[config.mk]
export PLATFORM = sky130hd
export DESIGN_NAME = ccr_charger_ctrl
export DESIGN_NICKNAME = d
export VERILOG_FILES = /design/src/ccr_pkg.sv /design/src/ccr_ms_timer.sv /design/src/ccr_charger_ctrl.sv
export SDC_FILE = /design/constraint.sdc
export NUM_CORES = 1
export LEC_CHECK = 0
export BUFFER_PORTS_ARGS = -buffer_cell sky130_fd_sc_hd__buf_4
export CELL_PAD_IN_SITES_DETAIL_PLACEMENT = 1
export CELL_PAD_IN_SITES_GLOBAL_PLACEMENT = 1
export CORE_MARGIN = 10
export CORE_UTILIZATION = 29
export DETAILED_ROUTE_END_ITERATION = 12
export PLACE_DENSITY_LB_ADDON = 0.1
export SLEW_MARGIN = 20
export SYNTH_ARGS = -nofsm -noshare
export SYNTH_HDL_FRONTEND = slang
export SYNTH_HIERARCHICAL = 1
export SYNTH_SLANG_ARGS = --single-unit
[constraint.sdc]
create_clock -name clock_i -period 2.92 [get_ports clock_i]
set_clock_uncertainty 0.05 [all_clocks]
set_input_delay 0.292 -clock clock_i [delete_from_list [all_inputs] [get_ports clock_i]]
set_output_delay 0.292 -clock clock_i [all_outputs]
set_load 0.005 [all_outputs]
[src/ccr_pkg.sv]
// Purpose: shared constants, field layouts and types of the charger control registers
// Assumes: 10 MHz system clock, 8-bit registers
// Notes: setpoints are carried in engineering units (mV, mOhm, percent, 0.1 A)
package ccr_pkg;

	localparam int CLK_HZ = 10_000_000;
	localparam int MS_PER_S = 1000;
	localparam int TICK_CYCLES = CLK_HZ / MS_PER_S;

	// register offsets
	localparam logic [7:0] ADDR_CTRL_A = 8'h0b;
	localparam logic [7:0] ADDR_CTRL_B = 8'h0c;
	localparam logic [7:0] ADDR_CTRL_C = 8'h0d;

	// reset values, also the image used before nonvolatile contents arrive
	localparam logic [7:0] RST_CTRL_A = 8'h98;
	localparam logic [7:0] RST_CTRL_B = 8'h40;
	localparam logic [7:0] RST_CTRL_C = 8'h49;

	// timing, in milliseconds
	localparam logic [10:0] OV_FILTER_MS = 11'h028;
	localparam logic [10:0] START_DLY0_MS = 11'h000;
	localparam logic [10:0] START_DLY1_MS = 11'h0dc;
	localparam logic [10:0] START_DLY2_MS = 11'h1f4;
	localparam logic [10:0] START_DLY3_MS = 11'h514;

	// switch current limits in 0.1 A
	localparam logic [6:0] LIMIT_REDUCED_DA = 7'h39;
	localparam logic [6:0] LIMIT_LOW_DA = 7'h55;
	localparam logic [6:0] LIMIT_HIGH_DA = 7'h64;

	// step sizes and base of linear fields
	localparam logic [8:0] CLAMP_STEP_MV = 9'h03c;
	localparam logic [7:0] COMP_STEP_MOHM = 8'h14;
	localparam logic [9:0] BATGOOD_BASE_MV = 10'h190;
	localparam logic [9:0] BATGOOD_STEP_MV = 10'h0c8;

	// field layout, msb first
	typedef struct packed {
		logic overvoltage_filter_enable;
		logic [2:0] short_threshold;
		logic [1:0] short_current;
		logic aux_supply_manual;
		logic aux_supply_source;
	} ccr_ctrl_a_t;

	typedef struct packed {
		logic reduced_switch_limit;
		logic done_enable;
		logic [2:0] path_comp_clamp;
		logic [2:0] path_resistance_comp;
	} ccr_ctrl_b_t;

	typedef struct packed {
		logic [2:0] restart_margin;
		logic [1:0] charger_start_delay;
		logic ignore_aux_supply_fault;
		logic [1:0] battery_ok_threshold;
	} ccr_ctrl_c_t;

	typedef struct packed {
		ccr_ctrl_a_t a;
		ccr_ctrl_b_t b;
		ccr_ctrl_c_t c;
	} ccr_image_t;

	typedef struct packed {
		logic [13:0] short_threshold_mv;
		logic [3:0] short_current_pct;
		logic aux_from_battery;
		logic [6:0] switch_limit_da;
		logic [8:0] clamp_mv;
		logic [7:0] comp_mohm;
		logic [9:0] restart_mv;
		logic [9:0] battery_ok_mv;
	} ccr_setpoints_t;

	typedef enum logic [2:0] {
		CCR_IDLE = 3'h0,
		CCR_DELAY = 3'h1,
		CCR_CHARGE = 3'h3,
		CCR_DONE = 3'h2,
		CCR_FAULT = 3'h6
	} ccr_state_t;

	function automatic logic [13:0] short_mv(input logic [2:0] code);
		case (code)
			3'h0: short_mv = 14'h0fa0;
			3'h1: short_mv = 14'h1388;
			3'h2: short_mv = 14'h1770;
			3'h3: short_mv = 14'h1d4c;
			3'h4: short_mv = 14'h1f40;
			3'h5: short_mv = 14'h2710;
			3'h6: short_mv = 14'h2710;
			default: short_mv = 14'h30d4;
		endcase
	endfunction

	function automatic logic [9:0] restart_mv(input logic [2:0] code);
		case (code)
			3'h0: restart_mv = 10'h0c8;
			3'h1: restart_mv = 10'h12c;
			3'h2: restart_mv = 10'h190;
			3'h3: restart_mv = 10'h1c2;
			3'h4: restart_mv = 10'h1f4;
			3'h5: restart_mv = 10'h258;
			3'h6: restart_mv = 10'h2ee;
			default: restart_mv = 10'h320;
		endcase
	endfunction

	function automatic logic [10:0] start_ms(input logic [1:0] code);
		case (code)
			2'h0: start_ms = START_DLY0_MS;
			2'h1: start_ms = START_DLY1_MS;
			2'h2: start_ms = START_DLY2_MS;
			default: start_ms = START_DLY3_MS;
		endcase
	endfunction

endpackage

[src/ccr_ms_timer.sv]
// Purpose: millisecond interval timer driven by a one-cycle tick enable
// Assumes: tick_i is a single-cycle pulse once per millisecond
// Notes: done after more than target ticks, or at once for a zero target, so the wait is never short
`timescale 1ns/1ns
module ccr_ms_timer import ccr_pkg::*; (
	input wire logic clock_i,
	input wire logic rst_n_i,
	input wire logic tick_i,
	input wire logic run_i,
	input wire logic [10:0] target_i,
	output logic done_o
);

	logic [10:0] count_ff;
	logic [10:0] nxt_count;
	wire logic saturated = (count_ff == 11'h7ff);

	// first tick may land at any phase, hence strictly greater than target
	assign nxt_count = !run_i ? 11'h000 :
		(tick_i && !saturated) ? count_ff + 11'h001 : count_ff;
	assign done_o = run_i && ((target_i == 11'h000) || (count_ff > target_i));

	always_ff @(posedge clock_i) begin
		if (!rst_n_i) begin
			count_ff <= 11'h000;
		end else begin
			count_ff <= nxt_count;
		end
	end

endmodule

[src/ccr_charger_ctrl.sv]
// Purpose: charger control register bank with the charge sequencing it steers
// Assumes: register port driven by the management-bus decoder on clock_i;
//   analog comparator flags arrive asynchronously and are synchronised here
// Notes: setpoint outputs are registered copies decoded from the fields
// Functional notes
// RQ1 - overvoltage in charge faults, optionally after 40 ms
// RQ2 - short threshold code selects crossover voltage
// RQ3 - below short threshold, charge at selected percent
// RQ4 - manual bit overrides automatic aux supply choice
// RQ5 - source bit: 0 input supply, 1 battery
// RQ6 - reduced limit gives 5.7A with range bit
// RQ7 - done current: stop converter or hold voltage
// RQ8 - compensation clamp off or 60-420 mV
// RQ9 - path compensation off or 20-140 mOhm
// RQ10 - in done state, restart below margin
// RQ11 - charger start delay none, 220ms, 500ms, 1.3s
// RQ12 - aux regulator fault stops charging unless ignored
// RQ13 - battery-good offset 0.4 to 1.0 V
// RQ14 - load from nonvolatile store; host reads, writes
`timescale 1ns/1ns
module ccr_charger_ctrl import ccr_pkg::*; #(
	parameter int TICK_DIV = TICK_CYCLES
) (
	input wire logic clock_i,
	input wire logic rst_n_i,
	// register port from the management bus
	input wire logic [7:0] reg_addr_i,
	input wire logic reg_wr_i,
	input wire logic reg_rd_i,
	input wire logic [7:0] reg_wdata_i,
	output logic [7:0] reg_rdata_o,
	output logic reg_rvalid_o,
	// nonvolatile image delivered once after power-up
	input wire logic nvm_load_i,
	input wire ccr_image_t nvm_image_i,
	// switch range bit held in another register of the device
	input wire logic switch_limit_range_i,
	// asynchronous analog flags
	input wire logic charger_enable_i,
	input wire logic battery_overvoltage_i,
	input wire logic aux_supply_fault_i,
	input wire logic below_done_current_i,
	input wire logic below_restart_i,
	input wire logic below_short_i,
	input wire logic aux_auto_battery_i,
	// sequencing
	output ccr_state_t state_o,
	output logic converter_on_o,
	output logic hold_done_voltage_o,
	output logic fault_o,
	output logic short_charge_o,
	output ccr_setpoints_t setpoints_o
);

	localparam int NSYNC = 7;
	localparam int TW = $clog2(TICK_DIV + 1);
	// bit positions of the flags in the synchroniser bank
	localparam int S_EN = 6;
	localparam int S_OV = 5;
	localparam int S_AUX_FAULT = 4;
	localparam int S_DONE_CUR = 3;
	localparam int S_RESTART = 2;
	localparam int S_SHORT = 1;
	localparam int S_AUTO_BAT = 0;

	ccr_image_t image_ff;
	ccr_image_t nxt_image;
	ccr_setpoints_t setpoints_ff;
	ccr_setpoints_t nxt_setpoints;
	ccr_state_t state_ff;
	ccr_state_t nxt_state;
	logic [7:0] rdata_ff;
	logic rvalid_ff;
	logic [NSYNC-1:0] sync1_ff;
	logic [NSYNC-1:0] sync2_ff;
	logic [TW-1:0] div_ff;
	logic tick;
	logic ov_done;
	logic start_done;

	// two-stage synchronisers for every asynchronous flag
	wire logic [NSYNC-1:0] async_in = {
		charger_enable_i,
		battery_overvoltage_i,
		aux_supply_fault_i,
		below_done_current_i,
		below_restart_i,
		below_short_i,
		aux_auto_battery_i
	};

	genvar gi;
	generate
		for (gi = 0; gi < NSYNC; gi++) begin : g_sync
			always_ff @(posedge clock_i) begin
				if (!rst_n_i) begin
					sync1_ff[gi] <= 1'b0;
					sync2_ff[gi] <= 1'b0;
				end else begin
					sync1_ff[gi] <= async_in[gi];
					sync2_ff[gi] <= sync1_ff[gi];
				end
			end
		end
	endgenerate

	wire logic en_s = sync2_ff[S_EN];
	wire logic ov_s = sync2_ff[S_OV];
	wire logic aux_fault_s = sync2_ff[S_AUX_FAULT];
	wire logic done_cur_s = sync2_ff[S_DONE_CUR];
	wire logic restart_s = sync2_ff[S_RESTART];
	wire logic short_s = sync2_ff[S_SHORT];
	wire logic auto_bat_s = sync2_ff[S_AUTO_BAT];

	// address decode, shared by the read mux and the write path
	function automatic logic [2:0] reg_hits(input logic [7:0] addr);
		if (addr == ADDR_CTRL_A) begin
			reg_hits = 3'b100;
		end else if (addr == ADDR_CTRL_B) begin
			reg_hits = 3'b010;
		end else if (addr == ADDR_CTRL_C) begin
			reg_hits = 3'b001;
		end else begin
			reg_hits = 3'b000;
		end
	endfunction

	// unmapped offsets read as zero so a probing host sees no stale byte
	function automatic logic [7:0] reg_word(input ccr_image_t img, input logic [7:0] addr);
		logic [2:0] h;
		h = reg_hits(addr);
		if (h[2]) begin
			reg_word = img.a;
		end else if (h[1]) begin
			reg_word = img.b;
		end else if (h[0]) begin
			reg_word = img.c;
		end else begin
			reg_word = 8'h00;
		end
	endfunction

	// register access decode
	wire logic [2:0] hits = reg_hits(reg_addr_i);
	wire logic hit_a = hits[2];
	wire logic hit_b = hits[1];
	wire logic hit_c = hits[0];
	wire logic [7:0] rd_mux = reg_word(image_ff, reg_addr_i);

	// host write wins over a coincident nonvolatile load on that register
	always_comb begin
		nxt_image = nvm_load_i ? nvm_image_i : image_ff; // RQ14
		if (reg_wr_i && hit_a) begin
			nxt_image.a = reg_wdata_i; // RQ14
		end else if (reg_wr_i && hit_b) begin
			nxt_image.b = reg_wdata_i;
		end else if (reg_wr_i && hit_c) begin
			nxt_image.c = reg_wdata_i;
		end
	end

	always_ff @(posedge clock_i) begin
		if (!rst_n_i) begin
			image_ff <= {RST_CTRL_A, RST_CTRL_B, RST_CTRL_C};
			rdata_ff <= 8'h00;
			rvalid_ff <= 1'b0;
		end else begin
			image_ff <= nxt_image;
			rdata_ff <= reg_rd_i ? rd_mux : rdata_ff; // RQ14
			rvalid_ff <= reg_rd_i;
		end
	end

	assign reg_rdata_o = rdata_ff;
	assign reg_rvalid_o = rvalid_ff;

	// setpoint decode
	wire ccr_ctrl_a_t fa = image_ff.a;
	wire ccr_ctrl_b_t fb = image_ff.b;
	wire ccr_ctrl_c_t fc = image_ff.c;
	wire logic [3:0] pct = 4'h1 << fa.short_current; // RQ3
	wire logic reduced = fb.reduced_switch_limit && switch_limit_range_i; // RQ6
	wire logic [6:0] lim = reduced ? LIMIT_REDUCED_DA :
		switch_limit_range_i ? LIMIT_HIGH_DA : LIMIT_LOW_DA; // RQ6
	wire logic [8:0] clamp = 9'(fb.path_comp_clamp * CLAMP_STEP_MV); // RQ8
	wire logic [7:0] comp = 8'(fb.path_resistance_comp * COMP_STEP_MOHM); // RQ9
	wire logic [9:0] bgood = 10'(BATGOOD_BASE_MV +
		fc.battery_ok_threshold * BATGOOD_STEP_MV); // RQ13
	// automatic choice comes from the analog supply monitor
	wire logic aux_bat = fa.aux_supply_manual ? fa.aux_supply_source : auto_bat_s; // RQ4 RQ5

	always_comb begin
		nxt_setpoints.short_threshold_mv = short_mv(fa.short_threshold); // RQ2
		nxt_setpoints.short_current_pct = pct;
		nxt_setpoints.aux_from_battery = aux_bat;
		nxt_setpoints.switch_limit_da = lim;
		nxt_setpoints.clamp_mv = clamp;
		nxt_setpoints.comp_mohm = comp;
		nxt_setpoints.restart_mv = restart_mv(fc.restart_margin); // RQ10
		nxt_setpoints.battery_ok_mv = bgood;
	end

	always_ff @(posedge clock_i) begin
		if (!rst_n_i) begin
			setpoints_ff <= '0;
		end else begin
			setpoints_ff <= nxt_setpoints;
		end
	end

	assign setpoints_o = setpoints_ff;

	// millisecond enable
	always_ff @(posedge clock_i) begin
		if (!rst_n_i) begin
			div_ff <= '0;
		end else begin
			div_ff <= tick ? '0 : div_ff + TW'(1);
		end
	end

	assign tick = (div_ff == TW'(TICK_DIV - 1));

	// charge sequencing
	wire logic regulating = (state_ff == CCR_CHARGE) ||
		((state_ff == CCR_DONE) && !fb.done_enable);
	wire logic ov_now = regulating && ov_s;

	ccr_ms_timer u_ov_filter (
		.clock_i(clock_i),
		.rst_n_i(rst_n_i),
		.tick_i(tick),
		.run_i(ov_now && fa.overvoltage_filter_enable),
		.target_i(OV_FILTER_MS),
		.done_o(ov_done)
	);

	ccr_ms_timer u_start_delay (
		.clock_i(clock_i),
		.rst_n_i(rst_n_i),
		.tick_i(tick),
		.run_i(state_ff == CCR_DELAY),
		.target_i(start_ms(fc.charger_start_delay)),
		.done_o(start_done)
	);

	wire logic ov_fault = fa.overvoltage_filter_enable ? ov_done : ov_now; // RQ1
	wire logic aux_fault = aux_fault_s && !fc.ignore_aux_supply_fault; // RQ12
	wire logic fault_event = ov_fault || aux_fault;

	always_comb begin
		nxt_state = state_ff;
		case (state_ff)
			CCR_IDLE: begin
				if (en_s) begin
					nxt_state = CCR_DELAY;
				end
			end
			CCR_DELAY: begin
				if (!en_s) begin
					nxt_state = CCR_IDLE;
				end else if (aux_fault) begin
					nxt_state = CCR_FAULT; // RQ12
				end else if (start_done) begin
					nxt_state = CCR_CHARGE; // RQ11
				end
			end
			CCR_CHARGE: begin
				if (!en_s) begin
					nxt_state = CCR_IDLE;
				end else if (fault_event) begin
					nxt_state = CCR_FAULT; // RQ1 RQ12
				end else if (done_cur_s) begin
					nxt_state = CCR_DONE; // RQ7
				end
			end
			CCR_DONE: begin
				if (!en_s) begin
					nxt_state = CCR_IDLE;
				end else if (fault_event) begin
					nxt_state = CCR_FAULT; // RQ1 RQ12
				end else if (restart_s) begin
					nxt_state = CCR_CHARGE; // RQ10
				end
			end
			CCR_FAULT: begin
				// fault is left only by removing the enable
				if (!en_s) begin
					nxt_state = CCR_IDLE;
				end
			end
			default: nxt_state = CCR_IDLE;
		endcase
	end

	always_ff @(posedge clock_i) begin
		if (!rst_n_i) begin
			state_ff <= CCR_IDLE;
		end else begin
			state_ff <= nxt_state;
		end
	end

	assign state_o = state_ff;
	assign converter_on_o = regulating; // RQ7
	assign hold_done_voltage_o = (state_ff == CCR_DONE) && !fb.done_enable; // RQ7
	assign fault_o = (state_ff == CCR_FAULT);
	assign short_charge_o = (state_ff == CCR_CHARGE) && short_s; // RQ3

endmodule

[Yosys cells after proc, flatten, opt, wreduce, memory -nomap -nowiden]
Index checks and enable logic that the tools add are counted.
W data, S select, Z words.
Storage, ports and cells
  ROM bits: 0
  output and inout port bits: 79
  bits in latches: 0
  register bits: 149
  input port bits: 53
  memory bits (writable): 0
  word-level logic and storage cells: 147
  memories: 0
Operators by class
  equality and inequality tests: 29
  divide/modulo/power cells: 0
  bitwise logic cells: 1
  muxes and demuxes: 31
  order comparisons: 2
  add/sub/neg operators: 4
  reductions and logical operators: 32
  multiply operators: 3
  shift-type cells: 1
Operators by type and width (number)
  $pmux W14 S6: 1
  $pmux W10 S7: 1
  $mux W8: 7
  $mux W3: 12
  $pmux W11 S3: 1
  $eq A8 B4 Y1 const B: 3
  $mux W24: 1
  $add A11 B1 Y11 const B: 2
  $eq A11 B11 Y1 const B: 2
  $eq A3 B3 Y1 const B: 7
  $eq A3 B2 Y1 const B: 6
  $mux W16: 1
  $pmux W3 S5: 1
  $add A14 B1 Y14 const B: 1
  $eq A14 B14 Y1 const B: 1
  $logic_and A1 B1 Y1: 13
  $ne A4 B4 Y1 const B: 3
  $gt A11 B11 Y1: 1
  $gt A11 B6 Y1 const B: 1
  $logic_not A11 Y1: 1
  $add A9 B10 Y10 const A: 1
  $eq A3 B1 Y1 const B: 3
  $logic_not A3 Y1: 3
  $mul A2 B5 Y7 const B: 1
  18 further kinds: 29

[Longest topological paths before layout]
  depth after elaboration: 11
  gate-level depth with buffers: 13
  gate-level depth less buffers: 13

[Hierarchy]
Netlist, hierarchy kept.
Modules (own cells, without submodules)
  ccr_charger_ctrl: seq. area each 2262.2 um2, cells each 511, area each 4931.0 um2, times used 1
  ccr_ms_timer: seq. area each 220.2 um2, cells each 97, area each 863.3 um2, times used 2

[Least setup slack after synthesis]
Ideal clock, no wire load.
  path kind: register to register
  from: register image_ff, in the netlist fc[3]
  to: register state_ff[1] (netlist: state_o[1])
  path buffers: 0
  slack: 0.519 ns
  setup time: 0.086 ns
  cell stages (with the launch flop): 14
  data required time: 2.784 ns
  arrival: 2.266 ns
  clock period less this slack: 2.401 ns
  cell sequence: dfxtp_1 -> inv_1 -> ha_1 -> or2_2 -> inv_1 -> ha_1 -> a211oi_1 -> o21bai_1 -> a32oi_1 -> a21boi_0 -> nand2b_1 -> o22ai_2 -> a31oi_1 -> a211oi_1
On the way
  cells in the longest elaborated chain, start to end: 7
  elaborated cells between the ends (all ways): 10
  classes of those cells: order compare: 1; eq/ne: 3; mux: 1; reduce/logical: 5
Ends and longest elaborated chain
  start: declaration: RTL line ccr_charger_ctrl.sv:66  | ccr_image_t image_ff;
  start signal: assignment: RTL line ccr_charger_ctrl.sv:164  | image_ff <= {RST_CTRL_A, RST_CTRL_B, RST_CTRL_C};
  start signal: assignment: RTL line ccr_charger_ctrl.sv:168  | image_ff <= nxt_image;
  $eq A2 B2 Y1, or another cell as far along: RTL line ccr_pkg.sv:113  | case (code)
  $pmux W11 S3 (*): RTL line ccr_pkg.sv:113
  $gt A11 B11 Y1 or $logic_not A11 Y1 (tied branches): RTL line ccr_ms_timer.sv:21  | assign done_o = run_i && ((target_i == 11'h000) || (count_ff > target_i));
  $logic_or A1 B1 Y1 (*): RTL line ccr_ms_timer.sv:21
  $logic_and A1 B1 Y1 (*): RTL line ccr_ms_timer.sv:21
  via start_done: RTL line ccr_charger_ctrl.sv:79  | logic start_done;
  $ne A4 B4 Y1 (no source line) (*)
  $reduce_and A5 Y1 (no source line) (*)
  end signal: assignment: RTL line ccr_charger_ctrl.sv:300  | state_ff <= nxt_state;
  end: declaration: RTL line ccr_charger_ctrl.sv:70  | ccr_state_t state_ff;
The timed path passes the listed nets; every way through them passes the cells marked *.
A chain may end at the register's enable or synchronous reset.

[Worst setup path after layout]
  from: register image_ff, in the netlist fc[3]
  to: register state_ff[0] (netlist: state_o[0])
Same word-level chain as after synthesis.

==> metrics.csv <==
stage,metric,value,unit
sta,setup_tns,0,ns
sta,Least-Margin Pin Slew,0.612,ns
synthesis,sequential share of the synthesized area,40.6,%
synthesis,area share of the largest cell type after synthesis,40.6,%
setup_path,Crit Path Category,reg -> reg,
floorplan,initial cell density of the core,29.4,%
floorplan,chip height,172,µm
clocking,clock transition at the registers of the reported paths,0.06,ns
setup_path,Top Family by Delay on Critical Path,simple AND/OR/NAND/NOR gates,
drt,Avg Vias per Cell,4.72,
clocking,"Hold-fix buffers, CTS",0,
synthesis,Post-Synthesis Cells,705,
status,outcome,"finished, final reports clean",
drt,wire per inst,16.9,µm
floorplan,Site Rows,55,
floorplan,die area,0.0294,mm²
min_path,HP Class,in -> reg,
floorplan,die width,172,µm
synthesis,synthesized area per cell,9.44,µm²
setup_path,Worst Path Arrival,2.98,ns
setup_path,Critical Path Source Type,flop,
clocking,TritonCTS Sinks,135,
synthesis,post-synthesis register bit count,135,
clocking,Clock Latency Late Sink,0.42,ns
clocking,Num CTS Buffers,17,
synthesis,"top cells by count, synth","dfxtp_1 (135), nor2_1 (79), inv_1 (42)",
global_route,GRT met2 Usage,22.3,%
synthesis,"EDFF count, synth",0,
drt,Vias,5364,
run,maxcap violations,0,
power_and_ir_drop,Pwr Total,4.62,mW
sta,Final Hold Fails,0,
synthesis,most common cell in the netlist,dfxtp_1,
global_route,total grt overflow,0,
synthesis,Synth cell types,58,
setup_path,CP bufs+invs,2,
synthesis,Synth area leader,dfxtp_1,
cells_and_area,Fillers,2594,
cells_and_area,antenna cell count,0,
global_route,first-pass GRT wire length,31.2,mm
setup_path,CP max stage cell,dfxtp_1,
global_route,pin count of the biggest net entering global routing,50,
drt,Pre-Repair DR Iteration Count,4,
power_and_ir_drop,leakage,3.79,nW
sta,Slew headroom,59.1,%
drt,WL final,19.2,mm
drt,DRC viols,0,
setup_path,CP max FO,4,
clocking,setup bufs post-CTS,0,
clocking,post-CTS sizing,0,
clocking,CTS tree,done,
synthesis,Mapped Area,0.00666,mm²
drt,Final ANT Viol Nets,0,
global_route,met1 Usage GRT,15.5,%
global_route,number of global-route vias before repair,5991,
cells_and_area,layout cells sized above 1,22.1,%
synthesis,Async SR Flop Fraction,0,%
cells_and_area,Area Overhead vs Synth,26.0,%
placement,dpl hpwl,14.6,mm
clocking,H-tree levels,4,
sta,Final Critical Period,2.68,ns
setup_path,Critical Path RT,3.22,ns
floorplan,area of the core,0.0226,mm²
setup_path,Worst setup EP type,flop,
setup_path,Max stage delay on crit path,0.39,ns
synthesis,top post-synthesis cells by area,"dfxtp_1 (41%), ha_1 (7.5%), nor2_1 (4.5%), mux2i_1 (4.1%), and2_1 (2.7%)",
synthesis,Synth Flop Type,dfxtp_1,
drt,initial DRC count,150,
cells_and_area,nets@finish,935,
sta,RSZ-0062 raised after global routing,false,
clocking,CTS Buffer Depth,2,
global_route,global routing's busiest layer,met2,
sta,final worst path period share,91.9,%
global_route,Total GRT Usage,13.4,%
sta,"Slew Viols, Final",0,
sta,Final Setup Violations,0,
sta,Max Clk Rate,373,MHz
power_and_ir_drop,Cell Pwr Density,551,mW/mm²
power_and_ir_drop,VDD IR max,348,µV
global_route,initial antenna violation count,0,
global_route,GR Util met3,4.63,%
sta,worst hold slack,0.0226,ns
floorplan,I/O pins,132,
synthesis,Synth Warn #,6,
placement,Port Buffers,120,
cells_and_area,final core utilization,37.1,%
clocking,CTS root buf,clkbuf_16,
placement,routability-driven placement congestion ratio,0.774,
setup_path,critical-path cell list,"inv_1, ha_1, or2_2, inv_1, ha_1, and4_1, nand3b_1, o211ai_1, a21boi_0, nand2b_1, o22ai_2, a31oi_1, mux2i_1",
==> path summary, 6_finish.rpt <==
check                         startpoint                         end  slack (ns)  cells past startpoint
setup reg to reg        fc[3]$_SDFF_PN1_     state_o[0]$_SDFFE_PN0P_        0.24                     13
hold / removal      switch_limit_range_i  setpoints_o[41]$_SDFF_PN0_        0.02                      2
hold reg to reg   sync1_ff[1]$_SDFF_PN0_          short_s$_SDFF_PN0_        0.38                      1
setup / recovery        fc[3]$_SDFF_PN1_     state_o[0]$_SDFFE_PN0P_        0.24                     13
==> final cells by class <==
type,instances,area (µm²),area share (%)
clock buffer,18,429,5.12
clock inverter,14,140,1.67
inverter,42,158,1.88
multi-input combinational,521,3670,43.8
sequential,135,2700,32.2
tap,285,357,4.25
timing repair buffer,122,928,11.1
==> power breakdown <==
group	switching [mW]	leakage, nW	total [mW]	internal, mW
Sequential	0.0835	1.11	2.01	1.93
Clock	0.904	0.262	2.09	1.19
Combinational	0.259	2.43	0.518	0.258
Total	1.25	3.79	4.62	3.37
==> metal layers <==
| layer | vias to the layer above | routed length [µm] |
|---|---|---|
| met5 | - | 0 |
| met1 | 2574 | 8690 |
| met2 | 96 | 9130 |
| met4 | 0 | 279 |
| met3 | 16 | 1150 |
| li1 | 2678 | - |
==> sequential cells by signal, summed over array words and instances (netlist names) <==
| name | count |
|---|---|
| fa | 8 |
| setpoints_o | 49 |
| u_ov_filter/count_ff | 11 |
| aux_fault_s | 1 |
| auto_bat_s | 1 |
| ov_s | 1 |
| reg_rdata_o | 8 |
| div_ff | 14 |
| fb | 8 |
| reg_rvalid_o | 1 |
| restart_s | 1 |
| state_o | 3 |
| en_s | 1 |
| short_s | 1 |
| done_cur_s | 1 |
| fc | 8 |
| u_start_delay/count_ff | 11 |
| sync1_ff | 7 |
==> cell families (layout without fill, tap and decap cells) <==
kind of cell	after synthesis	in the layout	synth area share, %
multiplexers	27	27	4.06
XOR/XNOR	30	30	3.95
AND/OR/NAND/NOR	249	249	21.0
adder cells (fa/ha/maj)	43	43	8.42
flip-flops	135	135	40.6
other	2	39	0.113
AO/OA/AOI/OAI	133	133	15.6
buffers and inverters	86	196	6.30
==> placed cells by master, fill, tap and decap left out, types with 5 or more instances in the layout <==
| master | instances |
|---|---|
| clkbuf_16 | 17 |
| inv_1 | 41 |
| nor3_1 | 12 |
| and2_1 | 29 |
| ha_1 | 40 |
| mux2i_1 | 27 |
| a21oi_1 | 27 |
| nor4_1 | 6 |
| conb_1 | 39 |
| xnor2_1 | 11 |
| xor2_1 | 19 |
| buf_4 | 121 |
| a211oi_1 | 11 |
| nand3_1 | 10 |
| o211ai_1 | 15 |
| nand2_1 | 38 |
| and4_1 | 7 |
| a211oi_2 | 13 |
| clkinvlp_4 | 5 |
| a21o_1 | 10 |
| nand3b_1 | 5 |
| o21ai_1 | 6 |
| dfxtp_1 | 135 |
| o21ai_0 | 10 |
| and3_1 | 19 |
| a22o_1 | 8 |
| nor2b_1 | 6 |
| nand2b_1 | 13 |
| nor2_1 | 79 |
| nand4_4 | 5 |
==> stage by stage <==
stage	instance area [µm²]	setup WS, ns	cells
floorplan	6800	0.519	742
global placement	7820	0.356	1105
detailed placement	7820	0.231	1105
CTS	8390	0.198	1137
global route	8390	0.0408	1137
finish	8390	0.237	1137
Power figures use the tool's default switching activity.
